==> src/design/swc_pkg.sv <==
// Constants and types for the sleep and wake-up controller
package swc_pkg;
  localparam logic [1:0] SWC_APB_ADDR_LSB = 2'h0;
  localparam logic [11:0] SWC_CTRL_OFS = 12'h000;
  localparam logic [11:0] SWC_STAT_OFS = 12'h004;
  localparam logic [11:0] SWC_IRQ_OFS = 12'h008;
  localparam int SWC_CTRL_GIE_BIT = 0;
  localparam int SWC_CTRL_OSC_LSB = 1;
  localparam int SWC_STAT_PD_BIT = 0;
  localparam int SWC_STAT_TO_BIT = 1;
  localparam int SWC_STAT_SLEEP_BIT = 2;
  localparam int SWC_STAT_DELAY_BIT = 3;
  localparam int SWC_CLK_MHZ = 125;
  localparam int SWC_OST_TOSC = 1024;
  localparam int SWC_OST_CYCLES = SWC_OST_TOSC;
  localparam int SWC_DUMMY_CYCLES = 2;
  localparam logic [12:0] SWC_IRQ_VECTOR = 13'h0004;
  localparam int SWC_IRQ_SRCS = 4;
  typedef enum logic [2:0] {
    SWC_OSC_LP = 3'h0,
    SWC_OSC_XT = 3'h1,
    SWC_OSC_HS = 3'h2,
    SWC_OSC_INTERNAL_RC_OSC_MODE = 3'h4,
    SWC_OSC_EXTERNAL_RC_OSC_MODE = 3'h6
  } swc_osc_t;
  typedef enum logic [2:0] {
    SWC_RUN = 3'h0,
    SWC_SLEEP = 3'h1,
    SWC_OST = 3'h2,
    SWC_NEXT = 3'h3,
    SWC_DUMMY = 3'h4
  } swc_state_t;
endpackage

==> src/design/swc_apb_if.sv <==
// APB-side register signals between the top and the register block
`timescale 1ns/1ns
interface swc_apb_if;
  logic global_irq_enable;
  logic [2:0] osc_mode;
  logic [7:0] stat;
  logic [3:0] irq_en;
  modport regs (output global_irq_enable, osc_mode, irq_en, input stat);
  modport core (input global_irq_enable, osc_mode, irq_en, output stat);
endinterface

==> src/design/swc_top.sv <==
// Sleep and wake-up sequencer for a small microcontroller core
//
// Design decisions made here: the APB register port and the register offsets.
`timescale 1ns/1ns
// Operation
// RL1: With interrupts globally off, a source with enable and flag set is a pending wake.
// RL2: A wake pending before sleep makes sleep a no-operation.
// RL3: A no-operation sleep leaves watchdog and both status bits untouched.
// RL4: A wake arising during or after sleep ends sleep at once.
// RL5: Sleep runs fully first: watchdog cleared, time-out set, power-down cleared.
// RL6: Software reads power-down status to see if sleep was skipped.
// RL7: Software should clear the watchdog just before sleeping.
// RL8: Crystal modes wait 1024 oscillator periods on wake; RC modes skip it.
// RL9: With global enable set, branch to vector 0004h after the next instruction.
// RL10: With global enable clear, continue in line with no branch.
// RL11: No instruction clock out in crystal, high-speed or low-power modes.
// RL12: Entering sleep clears watchdog, sets time-out, clears power-down, stops driver.
// RL13: Wake needs the source enable and ignores global enable.
// RL14: The prefetched instruction after sleep runs before any vector branch.
// RL15: A vector branch inserts two idle instruction cycles.
module swc_top
  import swc_pkg::*;
#(
  parameter int OST_CYCLES = SWC_OST_CYCLES
)(
  input wire logic sys_clk,
  input wire logic sys_rst,
  input wire logic clk_en,
  input wire logic psel,
  input wire logic penable,
  input wire logic pwrite,
  input wire logic [11:0] paddr,
  input wire logic [31:0] pwdata,
  output logic [31:0] prdata,
  output logic pready,
  output logic pslverr,
  input wire logic sleep_instr,
  input wire logic watchdog_clear_instr,
  input wire logic watchdog_timeout,
  input wire logic instr_done,
  input wire logic [SWC_IRQ_SRCS-1:0] irq_flag,
  output logic cpu_stall_ff,
  output logic instr_clock_output_ff,
  output logic osc_driver_on_ff,
  output logic watchdog_clear_ff,
  output logic vector_load_ff,
  output logic [12:0] vector_addr_ff,
  output logic exec_idle_ff,
  output logic timeout_status_n_ff,
  output logic powerdown_status_n_ff
);
  if (OST_CYCLES < 1 || OST_CYCLES > 65535) begin : g_ost_range
    $error("OST_CYCLES range");
  end
  swc_apb_if rif ();
  swc_regs u_regs (
    .sys_clk(sys_clk), .sys_rst(sys_rst), .clk_en(clk_en),
    .psel(psel), .penable(penable), .pwrite(pwrite), .paddr(paddr),
    .pwdata(pwdata), .prdata(prdata), .pready(pready),
    .pslverr(pslverr), .rif(rif)
  );
  swc_state_t state_ff, nxt_state;
  logic [15:0] cnt_ff;
  logic [SWC_IRQ_SRCS-1:0] flag_s1_ff, flag_s2_ff;
  logic wd_s1_ff, wd_s2_ff;
  logic [7:0] stat;
  logic wake, crystal, vec_pending_ff;
  function automatic logic is_crystal(input logic [2:0] m);
    is_crystal = m == SWC_OSC_LP || m == SWC_OSC_XT || m == SWC_OSC_HS;
  endfunction
  // Flags and watchdog expiry come from other domains: two stages first
  // Watchdog pulse must last a full clock or it may be missed
  always_ff @(posedge sys_clk) begin
    if (sys_rst) begin
      flag_s1_ff <= '0;
      flag_s2_ff <= '0;
      wd_s1_ff <= 1'b0;
      wd_s2_ff <= 1'b0;
    end else if (clk_en) begin
      flag_s1_ff <= irq_flag;
      flag_s2_ff <= flag_s1_ff;
      wd_s1_ff <= watchdog_timeout;
      wd_s2_ff <= wd_s1_ff;
    end
  end
  // Global enable ignored: only source enable and flag matter [RL1] [RL13]
  assign wake = |(flag_s2_ff & rif.irq_en);
  assign crystal = is_crystal(rif.osc_mode);
  always_comb begin
    nxt_state = state_ff;
    case (state_ff)
      SWC_RUN:
        if (sleep_instr && !wake) nxt_state = SWC_SLEEP; // [RL2]
      SWC_SLEEP:
        if (wake || wd_s2_ff) begin // [RL4]
          nxt_state = crystal ? SWC_OST : SWC_NEXT; // [RL8]
        end
      SWC_OST:
        if (cnt_ff == 16'(OST_CYCLES - 1)) nxt_state = SWC_NEXT; // [RL8]
      SWC_NEXT:
        if (instr_done) begin // [RL14]
          nxt_state = vec_pending_ff ? SWC_DUMMY : SWC_RUN; // [RL9] [RL10]
        end
      SWC_DUMMY:
        if (cnt_ff == 16'(SWC_DUMMY_CYCLES - 1)) nxt_state = SWC_RUN;
      default: nxt_state = SWC_RUN;
    endcase
  end
  always_ff @(posedge sys_clk) begin
    if (sys_rst) state_ff <= SWC_RUN;
    else if (clk_en) state_ff <= nxt_state;
  end
  always_ff @(posedge sys_clk) begin
    if (sys_rst) cnt_ff <= 16'h0;
    else if (clk_en) begin
      if (nxt_state != state_ff) cnt_ff <= 16'h0;
      else cnt_ff <= cnt_ff + 16'h1;
    end
  end
  // Vector choice is latched at wake so a late enable change cannot split it
  always_ff @(posedge sys_clk) begin
    if (sys_rst) vec_pending_ff <= 1'b0;
    else if (clk_en && state_ff == SWC_SLEEP && nxt_state != SWC_SLEEP) begin
      vec_pending_ff <= rif.global_irq_enable && wake; // [RL9] [RL10]
    end
  end
  // Status bits: sleep entry updates them, a skipped sleep does not
  always_ff @(posedge sys_clk) begin
    if (sys_rst) begin
      timeout_status_n_ff <= 1'b1;
      powerdown_status_n_ff <= 1'b1;
    end else if (clk_en) begin
      if (state_ff == SWC_RUN && sleep_instr && !wake) begin
        timeout_status_n_ff <= 1'b1; // [RL5] [RL12] [RL3]
        powerdown_status_n_ff <= 1'b0; // [RL5] [RL12] [RL3]
      end else if (watchdog_clear_instr || wd_s2_ff) begin
        // Expiry wins over a clear arriving in the same cycle
        timeout_status_n_ff <= !wd_s2_ff;
        if (watchdog_clear_instr) powerdown_status_n_ff <= 1'b1;
      end
    end
  end
  always_comb begin
    stat = 8'h00;
    stat[SWC_STAT_PD_BIT] = powerdown_status_n_ff;
    stat[SWC_STAT_TO_BIT] = timeout_status_n_ff;
    stat[SWC_STAT_SLEEP_BIT] = state_ff == SWC_SLEEP;
    stat[SWC_STAT_DELAY_BIT] = state_ff == SWC_OST;
  end
  assign rif.stat = stat;
  always_ff @(posedge sys_clk) begin
    if (sys_rst) watchdog_clear_ff <= 1'b0;
    else if (clk_en) begin
      watchdog_clear_ff <= watchdog_clear_instr ||
        (state_ff == SWC_RUN && sleep_instr && !wake); // [RL5] [RL3] [RL12]
    end
  end
  always_ff @(posedge sys_clk) begin
    if (sys_rst) begin
      cpu_stall_ff <= 1'b0;
      osc_driver_on_ff <= 1'b1;
      exec_idle_ff <= 1'b0;
      vector_load_ff <= 1'b0;
      vector_addr_ff <= 13'h0000;
    end else if (clk_en) begin
      cpu_stall_ff <= nxt_state == SWC_SLEEP || nxt_state == SWC_OST;
      osc_driver_on_ff <= nxt_state != SWC_SLEEP; // [RL12]
      exec_idle_ff <= nxt_state == SWC_DUMMY; // [RL15]
      vector_load_ff <= state_ff == SWC_DUMMY && nxt_state == SWC_RUN;
      vector_addr_ff <= SWC_IRQ_VECTOR; // [RL9]
    end
  end
  // Divider stands in for the instruction clock; quiet in crystal modes
  logic [1:0] q_ff;
  always_ff @(posedge sys_clk) begin
    if (sys_rst) begin
      q_ff <= 2'h0;
      instr_clock_output_ff <= 1'b0;
    end else if (clk_en) begin
      q_ff <= q_ff + 2'h1;
      instr_clock_output_ff <= !crystal && q_ff[1] &&
                               state_ff != SWC_SLEEP; // [RL11]
    end
  end
  property p_rl2;
    @(posedge sys_clk) disable iff (sys_rst)
      clk_en && state_ff == SWC_RUN && sleep_instr && wake
      |=> state_ff == SWC_RUN;
  endproperty
  a_rl2: assert property (p_rl2) else $error("sleep not skipped"); // [RL2]
  property p_rl3;
    @(posedge sys_clk) disable iff (sys_rst)
      clk_en && state_ff == SWC_RUN && sleep_instr && wake &&
      !watchdog_clear_instr |=> !watchdog_clear_ff;
  endproperty
  a_rl3: assert property (p_rl3) else $error("skip cleared dog"); // [RL3]
  property p_rl5;
    @(posedge sys_clk) disable iff (sys_rst)
      clk_en && state_ff == SWC_RUN && sleep_instr && !wake
      |=> !powerdown_status_n_ff && timeout_status_n_ff && watchdog_clear_ff;
  endproperty
  a_rl5: assert property (p_rl5) else $error("sleep entry bits"); // [RL5]
  property p_rl4;
    @(posedge sys_clk) disable iff (sys_rst)
      clk_en && state_ff == SWC_SLEEP && wake |=> state_ff != SWC_SLEEP;
  endproperty
  a_rl4: assert property (p_rl4) else $error("no wake"); // [RL4]
  property p_rl8;
    @(posedge sys_clk) disable iff (sys_rst)
      state_ff == SWC_SLEEP && $past(state_ff) == SWC_SLEEP && clk_en &&
      wake && !crystal |=> state_ff == SWC_NEXT;
  endproperty
  a_rl8: assert property (p_rl8) else $error("rc delay"); // [RL8]
  property p_rl11;
    @(posedge sys_clk) disable iff (sys_rst)
      crystal && $past(crystal) |-> !instr_clock_output_ff;
  endproperty
  a_rl11: assert property (p_rl11) else $error("clock out"); // [RL11]
  property p_rl12;
    @(posedge sys_clk) disable iff (sys_rst)
      state_ff == SWC_SLEEP && $past(state_ff) == SWC_SLEEP
      |-> !osc_driver_on_ff;
  endproperty
  a_rl12: assert property (p_rl12) else $error("driver on"); // [RL12]
  property p_rl15;
    @(posedge sys_clk) disable iff (sys_rst)
      $rose(exec_idle_ff) && clk_en |=> exec_idle_ff;
  endproperty
  a_rl15: assert property (p_rl15) else $error("idle short"); // [RL15]
  property p_rl10;
    @(posedge sys_clk) disable iff (sys_rst)
      clk_en && state_ff == SWC_NEXT && instr_done && !vec_pending_ff
      |=> state_ff == SWC_RUN;
  endproperty
  a_rl10: assert property (p_rl10) else $error("branch taken"); // [RL10]
  // Skipped sleep, sleep entry, wake paths and vector branch
  property p_rl1;
    @(posedge sys_clk) disable iff (sys_rst)
      clk_en && state_ff == SWC_RUN && sleep_instr &&
      !watchdog_clear_instr && !rif.global_irq_enable &&
      |(flag_s2_ff & rif.irq_en)
      |=> state_ff == SWC_RUN && $stable(powerdown_status_n_ff);
  endproperty
  a_rl1: assert property (p_rl1) else $error("pending ignored"); // [RL1]
  property p_rl3s;
    @(posedge sys_clk) disable iff (sys_rst)
      clk_en && state_ff == SWC_RUN && sleep_instr && wake &&
      !watchdog_clear_instr && !wd_s2_ff
      |=> $stable(timeout_status_n_ff) && $stable(powerdown_status_n_ff);
  endproperty
  a_rl3s: assert property (p_rl3s) else $error("skip status"); // [RL3]
  property p_rl13w;
    @(posedge sys_clk) disable iff (sys_rst)
      clk_en && state_ff == SWC_SLEEP && |(flag_s2_ff & rif.irq_en) &&
      !rif.global_irq_enable |=> state_ff != SWC_SLEEP;
  endproperty
  a_rl13w: assert property (p_rl13w) else $error("gie blocked"); // [RL13]
  property p_rl13e;
    @(posedge sys_clk) disable iff (sys_rst)
      clk_en && state_ff == SWC_SLEEP && !(|(flag_s2_ff & rif.irq_en)) &&
      !wd_s2_ff |=> state_ff == SWC_SLEEP;
  endproperty
  a_rl13e: assert property (p_rl13e) else $error("woke unenabled"); // [RL13]
  property p_rl14;
    @(posedge sys_clk) disable iff (sys_rst)
      clk_en && state_ff == SWC_NEXT && !instr_done
      |=> state_ff == SWC_NEXT && !vector_load_ff;
  endproperty
  a_rl14: assert property (p_rl14) else $error("early vector"); // [RL14]
  property p_rl9;
    @(posedge sys_clk) disable iff (sys_rst)
      vector_load_ff |-> vector_addr_ff == SWC_IRQ_VECTOR &&
      state_ff == SWC_RUN;
  endproperty
  a_rl9: assert property (p_rl9) else $error("vector wrong"); // [RL9]
  property p_rl15e;
    @(posedge sys_clk) disable iff (sys_rst)
      clk_en && $past(clk_en) && exec_idle_ff && $past(exec_idle_ff)
      |=> !exec_idle_ff;
  endproperty
  a_rl15e: assert property (p_rl15e) else $error("idle long"); // [RL15]
  property p_rl8x;
    @(posedge sys_clk) disable iff (sys_rst)
      clk_en && state_ff == SWC_SLEEP && wake && crystal
      |=> state_ff == SWC_OST && cpu_stall_ff;
  endproperty
  a_rl8x: assert property (p_rl8x) else $error("no delay"); // [RL8]
  property p_rl12e;
    @(posedge sys_clk) disable iff (sys_rst)
      clk_en && state_ff == SWC_RUN && sleep_instr && !wake
      |=> state_ff == SWC_SLEEP && !osc_driver_on_ff;
  endproperty
  a_rl12e: assert property (p_rl12e) else $error("driver kept"); // [RL12]
  property p_rl10n;
    @(posedge sys_clk) disable iff (sys_rst)
      clk_en && state_ff == SWC_NEXT && instr_done && !vec_pending_ff
      |=> !exec_idle_ff && !vector_load_ff;
  endproperty
  a_rl10n: assert property (p_rl10n) else $error("idle taken"); // [RL10]
  c_sleep: cover property (@(posedge sys_clk) state_ff == SWC_SLEEP);
  c_skip: cover property (@(posedge sys_clk)
    state_ff == SWC_RUN && sleep_instr && wake);
  c_idle: cover property (@(posedge sys_clk)
    exec_idle_ff);
  c_ost: cover property (@(posedge sys_clk) state_ff == SWC_OST);
  c_vec: cover property (@(posedge sys_clk) vector_load_ff);
endmodule

==> src/design/swc_regs.sv <==
// APB register block of the sleep and wake-up controller
`timescale 1ns/1ns
module swc_regs
  import swc_pkg::*;
(
  input wire logic sys_clk,
  input wire logic sys_rst,
  input wire logic clk_en,
  input wire logic psel,
  input wire logic penable,
  input wire logic pwrite,
  input wire logic [11:0] paddr,
  input wire logic [31:0] pwdata,
  output logic [31:0] prdata,
  output logic pready,
  output logic pslverr,
  swc_apb_if.regs rif
);
  logic [3:0] ctrl_ff;
  logic [3:0] irq_en_ff;
  logic [31:0] prdata_ff;
  logic pslverr_ff;
  logic pready_ff;
  logic access;
  logic mapped;
  assign access = psel && penable && !pready_ff;
  assign mapped = paddr == SWC_CTRL_OFS || paddr == SWC_STAT_OFS ||
                  paddr == SWC_IRQ_OFS;
  // One wait state keeps read data registered
  always_ff @(posedge sys_clk) begin
    if (sys_rst) begin
      pready_ff <= 1'b0;
      pslverr_ff <= 1'b0;
      prdata_ff <= 32'h0;
    end else if (clk_en) begin
      pready_ff <= access;
      pslverr_ff <= access && !mapped;
      if (access && !pwrite) begin
        case (paddr)
          SWC_CTRL_OFS: prdata_ff <= {28'h0, ctrl_ff};
          SWC_STAT_OFS: prdata_ff <= {24'h0, rif.stat};
          SWC_IRQ_OFS: prdata_ff <= {28'h0, irq_en_ff};
          default: prdata_ff <= 32'h0;
        endcase
      end
    end
  end
  always_ff @(posedge sys_clk) begin
    if (sys_rst) begin
      ctrl_ff <= 4'h0;
      irq_en_ff <= 4'h0;
    end else if (clk_en && psel && penable && pready_ff && pwrite) begin
      // Write lands on the edge where the master sees ready high
      if (paddr == SWC_CTRL_OFS) ctrl_ff <= pwdata[3:0];
      if (paddr == SWC_IRQ_OFS) irq_en_ff <= pwdata[3:0];
    end
  end
  assign rif.global_irq_enable = ctrl_ff[SWC_CTRL_GIE_BIT];
  assign rif.osc_mode = ctrl_ff[SWC_CTRL_OSC_LSB +: 3];
  assign rif.irq_en = irq_en_ff;
  assign prdata = prdata_ff;
  assign pready = pready_ff;
  assign pslverr = pslverr_ff;
endmodule

==> config.mk <==
export PLATFORM = sky130hd
export DESIGN_NAME = swc_top
export DESIGN_NICKNAME = d
export VERILOG_FILES = /design/src/design/swc_pkg.sv /design/src/design/swc_apb_if.sv /design/src/design/swc_top.sv /design/src/design/swc_regs.sv
export SDC_FILE = /design/constraint.sdc
export NUM_CORES = 1
export LEC_CHECK = 0
export BUFFER_PORTS_ARGS = -buffer_cell sky130_fd_sc_hd__buf_2
export CELL_PAD_IN_SITES_DETAIL_PLACEMENT = 0
export CELL_PAD_IN_SITES_GLOBAL_PLACEMENT = 1
export CORE_MARGIN = 3
export CORE_UTILIZATION = 35
export CTS_CLUSTER_DIAMETER = 120
export DETAILED_ROUTE_END_ITERATION = 12
export PLACE_DENSITY = 0.85
export SLEW_MARGIN = 10
export SYNTH_ARGS = -nofsm -noshare
export SYNTH_HDL_FRONTEND = slang
export SYNTH_SLANG_ARGS = --single-unit
==> constraint.sdc <==
create_clock -name sys_clk -period 2.1 [get_ports sys_clk]
set_input_delay 0.21 -clock sys_clk [delete_from_list [all_inputs] [get_ports sys_clk]]
set_output_delay 0.21 -clock sys_clk [all_outputs]
set_load 0.03 [all_outputs]
==> results of run 1 <==
## final timing paths
kind / end / slack, ns / depth (start not counted)
max: cnt_ff[14]$_SDFFE_PP0P_ / 0.14 / 8
min: flag_s1_ff[3]$_SDFFE_PP0P_ / 0.13 / 3
max reg2reg: cnt_ff[14]$_SDFFE_PP0P_ / 0.14 / 8
min reg2reg: vector_addr_ff[2]$_SDFFE_PP0P_ / 0.47 / 2
## sequential cells by signal (all words and copies together) (netlist names), 2 cells and up
register,cells
flag_s2_ff,4
flag_s1_ff,4
u_regs.prdata,4
q_ff,2
u_regs.rif.irq_en,4
state_ff,3
u_regs.ctrl_ff,4
cnt_ff,16
## area by class of cell
class                      count  area, um2  area share [%]
timing repair buffer          58        325            10.2
sequential                    55       1100            34.8
tap                          102        128            4.02
clock buffer                   7       76.3            2.40
clock inverter                 1       5.00           0.158
inverter                       5       18.8           0.591
multi-input combinational    254       1520            47.8
## cells by family after synthesis
kind of cell	count (synthesis)	synth area share [%]
AO/OA/AOI/OAI	45	11.1
XOR/XNOR	15	4.67
adder cells (fa/ha/maj)	2	0.890
buffers and inverters	56	13.1
flip-flops	55	39.1
multiplexers	23	8.23
other	1	0.133
AND/OR/NAND/NOR	129	22.8
## placed cells by master (no fill, tap or decap), types with 4 or more instances in the layout
| cell | synthesis | final |
|---|---|---|
| nand2b_1 | 7 | 7 |
| nand3_1 | 10 | 10 |
| dfxtp_1 | 55 | 52 |
| mux2i_1 | 22 | 22 |
| a21oi_1 | 12 | 12 |
| nor2b_1 | 4 | 4 |
| inv_1 | 5 | 5 |
| clkbuf_8 | 0 | 5 |
| xor2_1 | 11 | 11 |
| o21ai_0 | 7 | 7 |
| and3_1 | 5 | 5 |
| nor2_1 | 53 | 53 |
| xnor2_1 | 4 | 4 |
| buf_2 | 0 | 44 |
| nor4_1 | 5 | 4 |
| nand4_1 | 5 | 5 |
| nand2_1 | 20 | 20 |
| a22o_1 | 4 | 4 |
| conb_1 | 1 | 40 |
| buf_4 | 40 | 14 |
## worst max-delay path: cells and delay by family (launching register included)
kind            cells  cell delay, ns
simple gates        4            0.63
compound gates      2            0.51
flops               1            0.36
fa+ha+maj           1            0.21
buf+inv             1            0.19
## metal layers
metal  up-vias  GRT usage (%)
met5         -              0
met4         0           3.91
met3         4           2.45
met2        41           21.0
met1      1059           15.5
li1       1150              -
## metrics by stage
step                      instances  cell area, um2  setup WS, ns
after floorplan                 365            2960         0.251
after global placement          474            3060         0.157
after detailed placement        474            3060         0.114
after CTS                       482            3140        0.0740
after global routing            482            3180        0.0197
final                           482            3180         0.138
## power groups by stage
stage	Sequential [W]	Clock, W	Combinational, W
after detailed placement	0.00112	0	0.000344
final	0.00110	0.000572	0.000347
after floorplan	0.00114	0	0.000290
after CTS	0.00110	0.000581	0.000346
after global routing	0.00110	0.000624	0.000379
after global placement	0.00112	0	0.000340
==> results.sh, run 1 <==
export IMPL_status="finished clean"
export IMPL_netlist_instances=326
export IMPL_maxCapViolations=0
export IMPL_ys_seq_elements=55
export IMPL_wl_met3_um=263
export IMPL_synth_edff_count=0
export IMPL_synth_seq_area_share_pct=39.1
export IMPL_max_freq_mhz=510
export IMPL_tns_ns=0
export IMPL_grt_pass1_wl_mm=9.05
export IMPL_pwr_share_seq_pct=54.4
export IMPL_vias=2254
export IMPL_combinationalPowerShare_pct=17.2
export IMPL_wire_per_inst_um=12.2
export IMPL_holdWs_ns=0.133
export IMPL_power_density_nw_per_um2=635
export IMPL_utilization_pct=40.9
export IMPL_synth_most_common_cell="dfxtp_1"
export IMPL_core_um2=7770
export IMPL_syn_avg_cell_area_um2=8.63
export IMPL_diodes=0
export IMPL_top_level_ports=113
export IMPL_max_stage_delay_ns=0.39
export IMPL_dp_hpwl_mm=4.52
export IMPL_cts_buffers=5
export IMPL_p_int_w=0.00142
export IMPL_synthArstFlopShare_pct=0
export IMPL_drc=0
export IMPL_irDropWorstVdd_v=0.000329
export IMPL_cts_sinks=55
export IMPL_gp_congestion=0.794
export IMPL_period_share_pct=93.4
export IMPL_overflow=0
export IMPL_cp_required_ns=2.35
export IMPL_clkTransAtPathRegs_ns=0.10
export IMPL_finalCriticalPeriod_ns=1.96
export IMPL_maxSlewViolCount=0
export IMPL_power_leakage_nw=1.37
export IMPL_fin_total_pwr_w=0.00202
export IMPL_cp_start_kind="flop"
export IMPL_hp_start="irq_flag[3]"
export IMPL_antenna_found_initial=0
export IMPL_grt_max_degree=24
export IMPL_area_growth_pct=12.9
export IMPL_drive_above_1_share_pct=20.8
export IMPL_cp_cell_sequence="ha_1 > and4_1 > nand4_1 > o221ai_2 > and3_1 > a2111o_1 > buf_4 > nor2_1"
export IMPL_netlist_top_cells_count="dfxtp_1 (55), nor2_1 (53), buf_4 (40)"
export IMPL_worstMarginPinSlew_ns=0.648
export IMPL_hold_class="in -> reg"
export IMPL_yosysWarningCount=0
export IMPL_drt_wl_total_mm=5.86
export IMPL_setup_viol=0
export IMPL_synth_area_leader_cell="dfxtp_1"
export IMPL_root_buffer="clkbuf_8"
export IMPL_met1_length_mm=2.73
export IMPL_cts_max_level=2
export IMPL_cts_setup_buffers=0
export IMPL_p_switching_w=0.000598
export IMPL_cts_repair_resized=0
export IMPL_drtIter0Drc=56
export IMPL_syn_area_um2=2810
export IMPL_startpoint="cnt_ff[0]$_SDFFE_PP0P_"
export IMPL_hold_viol=0
export IMPL_ys_flop_type="dfxtp_1"
export IMPL_fin_nets=439
export IMPL_ys_types=49
export IMPL_setup_worst_path_class="reg -> reg"
export IMPL_drtPass1Iterations=4
export IMPL_critPathMaxFanout=13
export IMPL_antenna_left=0
export IMPL_cts_hold_buf=0
export IMPL_clkPwrFrac_pct=28.4
export IMPL_top_layer="met4"
export IMPL_crit_path_end_kind="flop"
export IMPL_clockBufferDepth=2
export IMPL_track_usage_pct=12.3
export IMPL_rsz0062_at_grt="false"
export IMPL_via_per_inst=4.68
export IMPL_critPathSlowestCell="a2111o_1"
export IMPL_die_y_um=95.6
export IMPL_clock_latency_ns=0.31
export IMPL_design_die_area_um2=9150
export IMPL_swShare_pct=29.6
export IMPL_core_rowCount=32
export IMPL_synth_top_area_share_pct=39.1
export IMPL_max_slew_margin_rel_pct=56.4
export IMPL_nFillCells=805
export IMPL_die_width_um=95.6
export IMPL_synth_area_leaders="dfxtp_1 (39%), buf_4 (11%), mux2i_1 (7.8%)"
export IMPL_placement_io_buffers=44
export IMPL_start_util_pct=36.2
export IMPL_crit_arrival_ns=2.21
export IMPL_cts_tree="built"
export IMPL_skew_ns=0.00750
export IMPL_grt_pass1_vias=1969
export IMPL_timing_rr_start="cnt_ff[0]$_SDFFE_PP0P_"
export IMPL_wl_met2_mm=2.83
No activity file was read; power rests on OpenSTA's default activity.
==> run 2: changes to the inputs <==
--- a/config.mk
+++ b/config.mk
@@ -13,6 +13,7 @@
 export CTS_CLUSTER_DIAMETER = 120
 export DETAILED_ROUTE_END_ITERATION = 12
 export PLACE_DENSITY = 0.85
+export SETUP_SLACK_MARGIN = 0.5
 export SLEW_MARGIN = 10
 export SYNTH_ARGS = -nofsm -noshare
 export SYNTH_HDL_FRONTEND = slang
==> run 2 against run 1 <==
  * Final cell count rose by 1.7%
  * Non-clock buffer count rose by 7
  * Clock power rose by 5.4%
  * Critical endpoint is now cnt_ff[15]$_SDFFE_PP0P_
  * Highest routed layer unchanged
==> results.sh, run 2 (synthesis gave the netlist of run 1 again) <==
export IMPL_hold_class="in -> reg"
export IMPL_area_growth_pct=20.0
export IMPL_timing_final_ws_setup_ns=0.273
export IMPL_period_share_pct=87.0
export IMPL_largest_reg_flops=16
export IMPL_final_cell_mix="nor2_1 (53), buf_2 (44), dfxtp_1 (43)"
export IMPL_finalCriticalPeriod_ns=1.83
export IMPL_dp_hpwl_mm=4.38
export IMPL_seqCellArea_um2=1130
export IMPL_drt_wl_total_mm=6.13
export IMPL_skew_ns=0.00777
export IMPL_clock_latency_ns=0.30
export IMPL_cts_buffers=5
export IMPL_via_per_inst=4.73
export IMPL_reg2reg_slack_ns=0.27
export IMPL_grt_pass1_wl_mm=9.88
export IMPL_root_buffer="clkbuf_8"
export IMPL_setup_viol=0
export IMPL_power_density_nw_per_um2=617
export IMPL_cts_max_level=2
export IMPL_vias=2318
export IMPL_antenna_found_initial=0
export IMPL_placement_io_buffers=44
export IMPL_final_common_cell="nor2_1"
export IMPL_hold_viol=0
export IMPL_max_stage_delay_ns=0.52
export IMPL_core_rowCount=32
export IMPL_cp_cell_sequence="ha_4 > and4_1 > nand4_1 > o221ai_2 > a21oi_4 > a2111o_2 > nor2_1"
export IMPL_antenna_left=0
export IMPL_crit_arrival_ns=2.07
export IMPL_top_register="cnt_ff"
export IMPL_power_leakage_nw=1.43
export IMPL_gp_congestion=0.765
export IMPL_max_freq_mhz=547
export IMPL_maxCapViolations=0
export IMPL_drc=0
export IMPL_critPathSlowestCell="a2111o_2"
export IMPL_wire_per_inst_um=12.5
export IMPL_nFillCells=790
export IMPL_die_y_um=95.6
export IMPL_grt_max_degree=34
export IMPL_design_die_area_um2=9150
export IMPL_maxSlewViolCount=0
export IMPL_clkTransAtPathRegs_ns=0.09
export IMPL_multi_input_area_um2=1620
export IMPL_cp_required_ns=2.34
export IMPL_fin_total_pwr_w=0.00208
export IMPL_diodes=0
export IMPL_utilization_pct=43.4
export IMPL_setup_worst_path_class="reg -> reg"
export IMPL_grt_pass1_vias=2108
export IMPL_critPathMaxFanout=7
export IMPL_crit_path_end_kind="flop"
export IMPL_core_um2=7770
export IMPL_pre_cts_ws_ns=0.110
export IMPL_overflow=0
export IMPL_cp_start_kind="flop"
export IMPL_rsz0062_at_grt="true"
export IMPL_drtPass1Iterations=4
export IMPL_drtIter0Drc=57
export IMPL_fin_nets=447
export IMPL_clockBufferDepth=2
export IMPL_cts_tree="built"
export IMPL_start_util_pct=36.2
export IMPL_die_width_um=95.6
export IMPL_status="finished clean"
export IMPL_drive_above_1_share_pct=28.4
export IMPL_top_level_ports=113
export IMPL_track_usage_pct=13.4
export IMPL_cts_sinks=55
export IMPL_tns_ns=0
export IMPL_irDropWorstVdd_v=0.000410
## run 2: cell types whose count changed in the layout (fill, tap and decap cells not counted), sizes merged
cell / before / now
a2111o: 1 / 2
buf: 58 / 65
## run 2: final timing paths
| path | startpoint | end | depth (start not counted) |
|---|---|---|---|
| worst max-delay path | cnt_ff[1]$_SDFFE_PP0P_ | cnt_ff[15]$_SDFFE_PP0P_ | 7 |
| worst min register to register | exec_idle_ff$_SDFFE_PP0P_ | exec_idle_ff$_SDFFE_PP0P_ | 1 |
| worst min-delay path | irq_flag[1] | flag_s1_ff[1]$_SDFFE_PP0P_ | 3 |
| worst max register to register | cnt_ff[1]$_SDFFE_PP0P_ | cnt_ff[15]$_SDFFE_PP0P_ | 7 |
## run 2: routing by layer
layer  vias up  routed length [um]  track usage, %
met5         -                   0               0
met4         0                  72            3.44
met3        10                 249            3.39
met2        45                3070            22.5
met1      1086                2740            17.2
li1       1177                   -               -
## run 2: area by class of cell
class | count | share of cell area, %
well taps | 102 | 3.78
repair buffers | 65 | 11.3
clock buffers | 7 | 2.56
multi-input cells | 255 | 48.1
inverters | 5 | 0.556
flip-flops and latches | 55 | 33.4
clock inverters | 1 | 0.260
## run 2: power breakdown
part           internal [W]  switching [W]  leakage (nW)
registers           0.00107      0.0000288         0.454
logic              0.000131       0.000248         0.927
clock network      0.000271       0.000332        0.0484
## run 2: critical path, delay by kind of cell (launching register included)
family                     cells  cell delay, ns
AOI/OAI and AO/OA              3            0.84
adders and majority gates      1            0.14
DFF                            1            0.38
and+or+nand+nor                3            0.39
## run 2: what timing repair did
action / in CTS / in global routing
cloned: 1 / 0
gates resized for setup: 23 / 6
hold buffers: 0 / 0
pin swaps: 10 / 5
endpoints found under the setup margin: 20 / 23
buffers inserted: 9 / 3
## run 2: metrics by stage
stage                     hold slack [ns]  cells  cell area (um2)
after floorplan                     0.354    365             3020
after global placement              0.436    469             3090
after detailed placement            0.449    469             3090
after CTS                           0.131    487             3330
after global routing                0.149    490             3370
final                               0.135    490             3370
